==> src/common/hsrp_pkg.sv <==
// shared constants and types of the host serial register port
package hsrp_pkg;

  // clocks and rates
  localparam int SYS_CLK_HZ   = 10000000;
  localparam int REF_CLK_HZ   = 27120000;
  localparam int SPI_MAX_BPS  = 10000000;
  // sck half period in system cycles, a shortest time, never below one
  localparam int SPI_SCK_HALF_CYC = (SYS_CLK_HZ / (2 * SPI_MAX_BPS)) < 1 ? 1 : (SYS_CLK_HZ / (2 * SPI_MAX_BPS));

  // fractional baud accumulator: ref ticks per system cycle, scaled
  localparam int BAUD_SCALE      = 10000;
  localparam logic [23:0] BAUD_ACC_STEP = 24'(REF_CLK_HZ / BAUD_SCALE);
  localparam logic [23:0] BAUD_ACC_UNIT = 24'(SYS_CLK_HZ / BAUD_SCALE);

  // spi address byte layout
  localparam int SPI_DIR_BIT    = 7;
  localparam int SPI_ADDR_MSB   = 6;
  localparam int SPI_ADDR_LSB   = 1;
  localparam logic SPI_DIR_READ = 1'b1;

  // device register map (six-bit addresses)
  localparam int REG_COUNT               = 64;
  localparam logic [5:0] BAUD_DIV_ADDR   = 6'h1f;
  localparam logic [5:0] TEST_PIN_EN_ADDR = 6'h33;
  localparam logic [7:0] BAUD_DIV_RST    = 8'heb;
  localparam logic [7:0] TEST_PIN_EN_RST = 8'h80;
  localparam int SERIAL_LINE_EN_BIT      = 7;
  localparam int BAUD_EXP_MSB  = 7;
  localparam int BAUD_EXP_LSB  = 5;
  localparam int BAUD_MANT_MSB = 4;
  localparam int BAUD_MANT_LSB = 0;
  localparam logic [12:0] BAUD_MANT_OFS_LOW  = 13'h0001;
  localparam logic [12:0] BAUD_MANT_OFS_HIGH = 13'h0021;

  // uart framing: start, eight data, stop
  localparam logic [3:0] UART_FRAME_BITS = 4'ha;

  // host controller register indices
  localparam logic [1:0] HOST_DATA_IDX   = 2'h0;
  localparam logic [1:0] HOST_CTRL_IDX   = 2'h1;
  localparam logic [1:0] HOST_STATUS_IDX = 2'h2;
  localparam int HOST_CTRL_KEEP_BIT  = 0;
  localparam int HOST_STAT_BUSY_BIT  = 0;
  localparam int HOST_STAT_SEL_BIT   = 1;

  typedef enum logic [1:0] {
    DEV_PH_ADDR,
    DEV_PH_READ,
    DEV_PH_WRITE
  } hsrp_dev_phase_e;

  typedef enum logic [1:0] {
    HOST_IDLE,
    HOST_LOW,
    HOST_HIGH
  } hsrp_host_state_e;

endpackage

==> src/common/hsrp_spi_if.sv <==
// serial link between host controller and device
`timescale 1ns/10ps
interface hsrp_spi_if;
  logic sck;
  logic cs_n;
  logic mosi;
  logic miso_o;
  logic miso_oe;
  logic miso;

  // released line reads high, as with a pull-up
  assign miso = miso_oe ? miso_o : 1'b1;

  modport device (
    input  sck,
    input  cs_n,
    input  mosi,
    output miso_o,
    output miso_oe
  );

  modport host (
    output sck,
    output cs_n,
    output mosi,
    input  miso
  );
endinterface

==> src/rtl/hsrp_device.sv <==
// device end: spi slave, register array, baud divider and uart transmitter
`timescale 1ns/10ps
module hsrp_device
  import hsrp_pkg::*;
(
  // clock and reset
  input  wire logic        SYS_CLK,
  input  wire logic        RST_N,
  // serial link
  hsrp_spi_if.device       SPI,
  // uart character input
  input  wire logic        TX_VALID,
  input  wire logic [7:0]  TX_DATA,
  output logic             TX_READY,
  // uart pins
  output logic             UART_TX,
  output logic             UART_DATA_REQUEST,
  output logic             UART_MUX_OUTPUT,
  output logic             BAUD_TICK,
  // register write report
  output logic             REG_WR_STROBE,
  output logic [5:0]       REG_WR_ADDR,
  output logic [7:0]       REG_WR_DATA
);

  logic [7:0]      regs_q [REG_COUNT];
  logic            sck_q;
  logic [2:0]      bit_q;
  logic [6:0]      rx_sh_q;
  logic [7:0]      tx_sh_q;
  logic            miso_q;
  logic [5:0]      addr_q;
  hsrp_dev_phase_e ph_q;

  logic       sck_rise;
  logic       sck_fall;
  logic [7:0] rx_byte;
  logic       byte_done;
  logic       wr_now;
  logic       load_rd;

  // sck is sampled as a plain synchronous input, so the link tops out at
  // half the system clock; faster links need a faster system clock
  assign sck_rise  = SPI.sck & ~sck_q;
  assign sck_fall  = ~SPI.sck & sck_q;
  assign rx_byte   = {rx_sh_q, SPI.mosi};
  assign byte_done = ~SPI.cs_n & sck_rise & (bit_q == 3'h7);
  assign wr_now    = byte_done & (ph_q == DEV_PH_WRITE);
  assign load_rd   = byte_done & ((ph_q == DEV_PH_READ) |
                     ((ph_q == DEV_PH_ADDR) & (rx_byte[SPI_DIR_BIT] == SPI_DIR_READ)));

  always_ff @(posedge SYS_CLK or negedge RST_N) begin
    if (!RST_N) begin
      sck_q <= 1'b0;
    end else begin
      sck_q <= SPI.sck;
    end
  end

  // receive side: mosi taken on rising sck
  always_ff @(posedge SYS_CLK or negedge RST_N) begin
    if (!RST_N) begin
      bit_q   <= 3'h0;
      rx_sh_q <= 7'h00;
      addr_q  <= 6'h00;
      ph_q    <= DEV_PH_ADDR;
    end else if (SPI.cs_n) begin
      bit_q <= 3'h0;
      ph_q  <= DEV_PH_ADDR;
    end else if (sck_rise) begin
      rx_sh_q <= rx_byte[6:0];
      bit_q   <= bit_q + 3'h1;
      if (bit_q == 3'h7) begin
        case (ph_q)
          DEV_PH_ADDR: begin
            // bit 0 of the address byte is ignored
            addr_q <= rx_byte[SPI_ADDR_MSB:SPI_ADDR_LSB];
            ph_q   <= (rx_byte[SPI_DIR_BIT] == SPI_DIR_READ) ? DEV_PH_READ : DEV_PH_WRITE;
          end
          DEV_PH_READ: begin
            // every byte of a read is the next address; the closing 00 is harmless
            addr_q <= rx_byte[SPI_ADDR_MSB:SPI_ADDR_LSB];
          end
          default: begin
            ph_q <= DEV_PH_WRITE;
          end
        endcase
      end
    end
  end

  // transmit side: loaded at byte end, shifted out on falling sck
  always_ff @(posedge SYS_CLK or negedge RST_N) begin
    if (!RST_N) begin
      tx_sh_q <= 8'h00;
      miso_q  <= 1'b0;
    end else if (load_rd) begin
      tx_sh_q <= regs_q[rx_byte[SPI_ADDR_MSB:SPI_ADDR_LSB]];
    end else if (~SPI.cs_n & sck_fall) begin
      miso_q  <= tx_sh_q[7];
      tx_sh_q <= {tx_sh_q[6:0], 1'b0};
    end
  end

  assign SPI.miso_o  = miso_q;
  assign SPI.miso_oe = ~SPI.cs_n;

  // register array; all bytes of a write land at the one address
  always_ff @(posedge SYS_CLK or negedge RST_N) begin
    if (!RST_N) begin
      for (int i = 0; i < REG_COUNT; i++) begin
        regs_q[i] <= (i == int'(BAUD_DIV_ADDR)) ? BAUD_DIV_RST :
                     (i == int'(TEST_PIN_EN_ADDR)) ? TEST_PIN_EN_RST : 8'h00;
      end
    end else if (wr_now) begin
      regs_q[addr_q] <= rx_byte;
    end
  end

  always_ff @(posedge SYS_CLK or negedge RST_N) begin
    if (!RST_N) begin
      REG_WR_STROBE <= 1'b0;
      REG_WR_ADDR   <= 6'h00;
      REG_WR_DATA   <= 8'h00;
    end else begin
      REG_WR_STROBE <= wr_now;
      if (wr_now) begin
        REG_WR_ADDR <= addr_q;
        REG_WR_DATA <= rx_byte;
      end
    end
  end

  // baud generator: bit period in reference ticks
  logic [2:0]  baud_exponent;
  logic [4:0]  baud_mantissa;
  logic [12:0] bit_period;
  logic [23:0] acc_q;
  logic [23:0] acc_sum;
  logic [23:0] acc_thr;

  assign baud_exponent = regs_q[BAUD_DIV_ADDR][BAUD_EXP_MSB:BAUD_EXP_LSB];
  assign baud_mantissa = regs_q[BAUD_DIV_ADDR][BAUD_MANT_MSB:BAUD_MANT_LSB];

  always_comb begin
    if (baud_exponent == 3'h0) begin
      bit_period = 13'(baud_mantissa) + BAUD_MANT_OFS_LOW;
    end else begin
      bit_period = (13'(baud_mantissa) + BAUD_MANT_OFS_HIGH) << (baud_exponent - 3'h1);
    end
  end

  // fractional accumulation keeps the average rate exact, so the error of
  // the listed settings stays that of the divider itself; jitter is one cycle
  assign acc_sum = acc_q + BAUD_ACC_STEP;
  // widen before the product: a long period times the unit overflows 13 bits
  assign acc_thr = 24'(bit_period) * BAUD_ACC_UNIT;

  always_ff @(posedge SYS_CLK or negedge RST_N) begin
    if (!RST_N) begin
      acc_q     <= 24'h000000;
      BAUD_TICK <= 1'b0;
    end else if (acc_sum >= acc_thr) begin
      acc_q     <= acc_sum - acc_thr;
      BAUD_TICK <= 1'b1;
    end else begin
      acc_q     <= acc_sum;
      BAUD_TICK <= 1'b0;
    end
  end

  // uart transmitter
  logic [9:0] frame_q;
  logic [3:0] tx_cnt_q;
  logic       tx_busy_q;
  logic       line_q;
  logic       serial_line_enable;

  assign TX_READY           = ~tx_busy_q;
  assign serial_line_enable = regs_q[TEST_PIN_EN_ADDR][SERIAL_LINE_EN_BIT];

  always_ff @(posedge SYS_CLK or negedge RST_N) begin
    if (!RST_N) begin
      frame_q   <= 10'h3ff;
      tx_cnt_q  <= 4'h0;
      tx_busy_q <= 1'b0;
      line_q    <= 1'b1;
    end else if (!tx_busy_q) begin
      if (TX_VALID) begin
        frame_q   <= {1'b1, TX_DATA, 1'b0};
        tx_cnt_q  <= 4'h0;
        tx_busy_q <= 1'b1;
      end
    end else if (BAUD_TICK) begin
      if (tx_cnt_q == UART_FRAME_BITS) begin
        tx_busy_q <= 1'b0;
        line_q    <= 1'b1;
      end else begin
        line_q   <= frame_q[0];
        frame_q  <= {1'b1, frame_q[9:1]};
        tx_cnt_q <= tx_cnt_q + 4'h1;
      end
    end
  end

  assign UART_TX = line_q;

  always_ff @(posedge SYS_CLK or negedge RST_N) begin
    if (!RST_N) begin
      UART_DATA_REQUEST <= 1'b0;
      UART_MUX_OUTPUT   <= 1'b0;
    end else begin
      UART_DATA_REQUEST <= serial_line_enable & ~tx_busy_q;
      UART_MUX_OUTPUT   <= serial_line_enable & line_q;
    end
  end

endmodule

==> src/flat_wrapper.sv <==
// flat-port wrapper written by rule: the top's interface ports become plain ports
module hsrp_device_flat import hsrp_pkg::*;
  (SYS_CLK, RST_N, TX_VALID, TX_DATA, TX_READY, UART_TX, UART_DATA_REQUEST, UART_MUX_OUTPUT, BAUD_TICK, REG_WR_STROBE, REG_WR_ADDR, REG_WR_DATA, SPI_sck, SPI_cs_n, SPI_mosi, SPI_miso_o, SPI_miso_oe);
  hsrp_spi_if SPI_i ();
  input  wire logic SYS_CLK;
  input  wire logic RST_N;
  input  wire logic TX_VALID;
  input  wire logic [7:0] TX_DATA;
  output logic TX_READY;
  output logic UART_TX;
  output logic UART_DATA_REQUEST;
  output logic UART_MUX_OUTPUT;
  output logic BAUD_TICK;
  output logic REG_WR_STROBE;
  output logic [5:0] REG_WR_ADDR;
  output logic [7:0] REG_WR_DATA;
  input wire logic [$bits(SPI_i.sck)-1:0] SPI_sck;
  input wire logic [$bits(SPI_i.cs_n)-1:0] SPI_cs_n;
  input wire logic [$bits(SPI_i.mosi)-1:0] SPI_mosi;
  output wire logic [$bits(SPI_i.miso_o)-1:0] SPI_miso_o;
  output wire logic [$bits(SPI_i.miso_oe)-1:0] SPI_miso_oe;
  assign SPI_i.sck = SPI_sck;
  assign SPI_i.cs_n = SPI_cs_n;
  assign SPI_i.mosi = SPI_mosi;
  assign SPI_miso_o = SPI_i.miso_o;
  assign SPI_miso_oe = SPI_i.miso_oe;
  hsrp_device u_core (.SYS_CLK(SYS_CLK), .RST_N(RST_N), .SPI(SPI_i), .TX_VALID(TX_VALID), .TX_DATA(TX_DATA), .TX_READY(TX_READY), .UART_TX(UART_TX), .UART_DATA_REQUEST(UART_DATA_REQUEST), .UART_MUX_OUTPUT(UART_MUX_OUTPUT), .BAUD_TICK(BAUD_TICK), .REG_WR_STROBE(REG_WR_STROBE), .REG_WR_ADDR(REG_WR_ADDR), .REG_WR_DATA(REG_WR_DATA));
endmodule
==> config.mk <==
export PLATFORM = sky130hd
export DESIGN_NAME = hsrp_device_flat
export DESIGN_NICKNAME = d
export VERILOG_FILES = /design/src/common/hsrp_pkg.sv /design/src/common/hsrp_spi_if.sv /design/src/rtl/hsrp_device.sv /design/src/flat_wrapper.sv
export SDC_FILE = /design/constraint.sdc
export NUM_CORES = 1
export LEC_CHECK = 0
export ABC_AREA = 1
export BUFFER_PORTS_ARGS = -buffer_cell sky130_fd_sc_hd__buf_2
export CORE_MARGIN = 1
export CORE_UTILIZATION = 36
export DETAILED_ROUTE_END_ITERATION = 7
export GPL_TIMING_DRIVEN = 0
export PLACE_DENSITY = 0.51
export RECOVER_POWER = 25
export SLEW_MARGIN = 20
export SYNTH_ARGS = -nofsm -noshare
export SYNTH_HDL_FRONTEND = slang
export SYNTH_SLANG_ARGS = --single-unit
==> constraint.sdc <==
create_clock -name SYS_CLK -period 19.45 [get_ports SYS_CLK]
set_input_delay 4.8625 -clock SYS_CLK [delete_from_list [all_inputs] [get_ports SYS_CLK]]
set_output_delay 4.8625 -clock SYS_CLK [all_outputs]
set_load 0.02 [all_outputs]
==> metrics.md <==
| Metric | Value |
|---|---|
| Starting Density | 36.5% |
| HP Start | u_core.regs_q[113] |
| Mean Syn Cell Area | 8.27 um^2 |
| Power, Total | 3.96 mW |
| Final Hold Viols | 0 |
| Via density | 5.83 |
| Result of the run | complete, but fails checks |
| Hold Crit Class | reg2reg |
| Register area share after synthesis | 49.5% |
| CTS tree | done |
| Detailed Route Iter0 Violations | 3830 |
| GP Congestion | 1.01 |
| Std cell rows | 105 |
| CTS root buf | clkbuf_16 |
| R2r startpoint | u_core.baud_exponent[0] |
| CP top delay family | buffers and inverters |
| Crit path launch type | primary input |
| Met2 routed WL | 54300 um |
| Max VDD drop | 0.0000693 V |
| Share of layout cells above drive strength 1 | 5.51% |
| Top sig layer | met5 |
| Area grow syn2layout | 14.3% |
| Area after DPL | 31900 um^2 |
| CP Buf/Inv Count | 2 |
| Final ANT Viol Nets | 0 |
| Most used cell, CP | clkbuf_1 |
| MaxCap Viol Count | 3 |
| Post-route cell area | 34300 um^2 |
| Number of buffers created by CTS | 72 |
| Post-CTS Setup Repair Bufs | 0 |
| Nets | 3886 |
| Slowest CP cell | clkbuf_1 |
| Clk Latency, worst-skew pair | 0.65 ns |
| I/O pin count | 36 |
| Failing checks | capacitance limit, slew limit |
| Achievable clock frequency | 90.4 MHz |
| Setup-failing EPs final | 0 |
| Post-layout util | 41.7% |
| Cell area after synthesis | 30000 um^2 |
| Critical path's largest stage delay | 3.66 ns |
| Clock tree buffer depth | 3 |
| DRT met1 WL | 54900 um |
| Fin crit share | 56.8% |
| Worst path required time | 18.99 ns |
| WL final | 134000 um |
| Worst-path fanout max | 86 |
| Largest net degree at the start of global routing | 96 |
| Tmin final | 11.06 ns |
| CP Capture Type | asynchronous set/reset pin |
| RSZ-0062 raised after global routing | false |
| DR vias | 28.5k |
| Mapped Cells | 3634 |
| Synth Register Bits | 594 |
| Initial antenna violation count | 9 |
| Detailed Place HPWL | 92600 um |
| Headroom to the max-slew limit | -235% |
| Iteration count of the initial detailed-routing pass | 7 |
| Clock slew at reported path FFs | 0.06 ns |
| Final Skew | 0.0311 ns |
| First-pass GRT wire length | 192000 um |
| Post-route DRC | 0 |
| Gr usage total | 31.4% |
| Worst R2R Setup Slack | 10.34 ns |
| Critical Path AT | 10.59 ns |
| Ys Warns | 0 |
| Core Region | 82400 um^2 |
| Setup total negative slack | 0 ns |
| Die H | 291 um |
| Crit Path Category | in2async |
| PD cells | 115 nW/um^2 |
| DR WL met3 | 16300 um |
| H-tree depth | 3 |
| Post-CTS sizing | 0 |
| Hold Crit Endpoint | u_core.regs_q[113] |
| Final Max Slew Viols | 212 |
| Horiz. Die Dim | 291 um |
| Hold depth | 2 |
| Full die area | 84600 um^2 |
| Leakage | 15.3 nW |
| Remaining Overflow, GRT | 0 |
| Unique masters post-synth | 39 |
| Number of global-route vias before repair | 27.1k |
| Worst Reg-to-Reg Cells | 38 |
| Drt wl/cell | 27.4 um |
| PortBufs | 35 |
| Syn nets | 3762 |
| Hold_buf cts | 0 |
| Reg-to-reg endpoint | u_core.acc_q[14] |
| Worst slew pin tran | 5.03 ns |
| CP Cell Sequence | clkbuf_1 -> clkbuf_1 |
| CTS sink count | 594 |
## synthesized netlist by cell type
master    number  area, um^2
a211oi_1       1        7.51
a21boi_0       3        22.5
a21o_1         7        52.6
a21oi_1       52         260
a22o_1         2        17.5
a22oi_1        1        7.51
a31oi_1       11        68.8
and2_1         1        6.26
buf_1          2        7.51
buf_2          1        5.00
clkbuf_1     245         920
clkinv_1       3        11.3
dfrtp_1      577       14400
dfstp_2       17         447
fa_1          37         741
ha_1          77         963
inv_1        184         691
inv_2          1        3.75
mux2i_1        1        10.0
nand2_1      787        2950
nand3_1      122         611
nand3b_1       2        15.0
nand4_1       24         150
nor2_1       374        1400
nor2b_1        1        6.26
nor3_1        17        85.1
nor3_2         3        30.0
nor4_1         1        6.26
nor4_4         2        42.5
o211ai_1      14         105
o21a_1         1        7.51
o21ai_0      864        4320
o21bai_1       4        30.0
o221ai_1     100         876
o22a_1         1        8.76
o22ai_1       41         257
or2_2          4        25.0
xnor2_1       19         166
xor2_1        30         263
## layer usage
metal	vias up	global-route usage, %
li1	12500	-
met1	13800	42.2
met2	1724	44.2
met3	432	10.4
met4	2	17.1
met5	-	0
## flip-flops by register name, indices dropped and copies added, names as in the netlist, 2 cells and up
name / flops
u_core.baud_mantissa: 5
u_core.regs_q: 504
u_core.addr_q: 6
u_core.acc_q: 21
u_core.frame_q: 9
u_core.REG_WR_ADDR: 6
u_core.ph_q: 2
u_core.bit_q: 3
u_core.rx_sh_q: 7
u_core.tx_cnt_q: 4
u_core.baud_exponent: 3
u_core.tx_sh_q: 8
u_core.REG_WR_DATA: 8
## cell type report
| type | instances | area, um^2 |
|---|---|---|
| Tap cell | 1070 | 1340 |
| Fill cell | 8379 | 48000 |
| Timing Repair Buffer | 50 | 410 |
| Antenna cell | 7 | 17.5 |
| Inverter | 188 | 706 |
| Clock buffer | 101 | 2060 |
| Buffer | 248 | 956 |
| Sequential cell | 594 | 14900 |
| Clock inverter | 27 | 415 |
| Multi-Input combinational cell | 2604 | 13600 |
## worst max-delay path by stage
stage,depth (start not counted),slack (ns),from,to
6_report,2,8.39,RST_N,u_core.regs_q[253]
5_1_grt,2,7.04,RST_N,u_core.regs_q[87]
4_1_cts,3,9.33,SPI_cs_n,SPI_miso_oe
3_5_place_dp,3,9.33,SPI_cs_n,SPI_miso_oe
3_3_place_gp,1,0.36,RST_N,u_core.regs_q[178]
2_1_floorplan,1,9.57,SPI_cs_n,SPI_miso_oe
## logic make-up (layout without fill, tap and decap cells)
family,count (synthesis),in the layout,share of synthesized area (%)
xor gates and xnor gates,49,49,1.43
adders and majority gates,114,114,5.67
muxes,1,1,0.0333
and+or+nand+nor,1338,1338,17.8
AOI/OAI and AO/OA,1102,1102,20.1
DFF,594,594,49.5
buffers and inverters,436,614,5.45
other,0,7,0
## cell usage in the layout, fill, tap and decap left out, drive strengths merged, types with 2 or more instances in the layout
| cell type | synthesis | routed |
|---|---|---|
| clkinvlp | 0 | 2 |
| xor2 | 30 | 30 |
| o21bai | 4 | 4 |
| a31oi | 11 | 11 |
| a21o | 7 | 7 |
| clkinv | 3 | 17 |
| nor3 | 20 | 20 |
| clkbuf | 245 | 351 |
| nand2 | 787 | 787 |
| dfstp | 17 | 17 |
| nand3 | 122 | 122 |
| a22o | 2 | 2 |
| o211ai | 14 | 14 |
| dfrtp | 577 | 577 |
| nand3b | 2 | 2 |
| o221ai | 100 | 100 |
| buf | 3 | 48 |
| a21oi | 52 | 52 |
| fa | 37 | 37 |
| inv | 185 | 189 |
| bufinv | 0 | 7 |
| o21ai | 864 | 864 |
| o22ai | 41 | 41 |
| diode | 0 | 7 |
| or2 | 4 | 4 |
| nor4 | 3 | 3 |
| nor2 | 374 | 374 |
| a21boi | 3 | 3 |
| nand4 | 24 | 24 |
| xnor2 | 19 | 19 |
| ha | 77 | 77 |
## per-stage QoR
step	worst slack [ns]	instances	hold slack, ns
5_1_grt	7.04	4882	0.497
3_5_place_dp	9.33	4753	0.467
6_report	8.39	4889	0.477
4_1_cts	9.33	4881	0.482
3_3_place_gp	0.358	4739	0.460
2_1_floorplan	9.57	3634	0.448
## power breakdown
part / total (mW) / internal, mW / switching (mW)
registers: 1.31 / 1.29 / 0.0255
logic: 1.22 / 0.284 / 0.932
clock network: 1.43 / 0.842 / 0.586
Note: power is estimated with default switching activity, not from simulation.
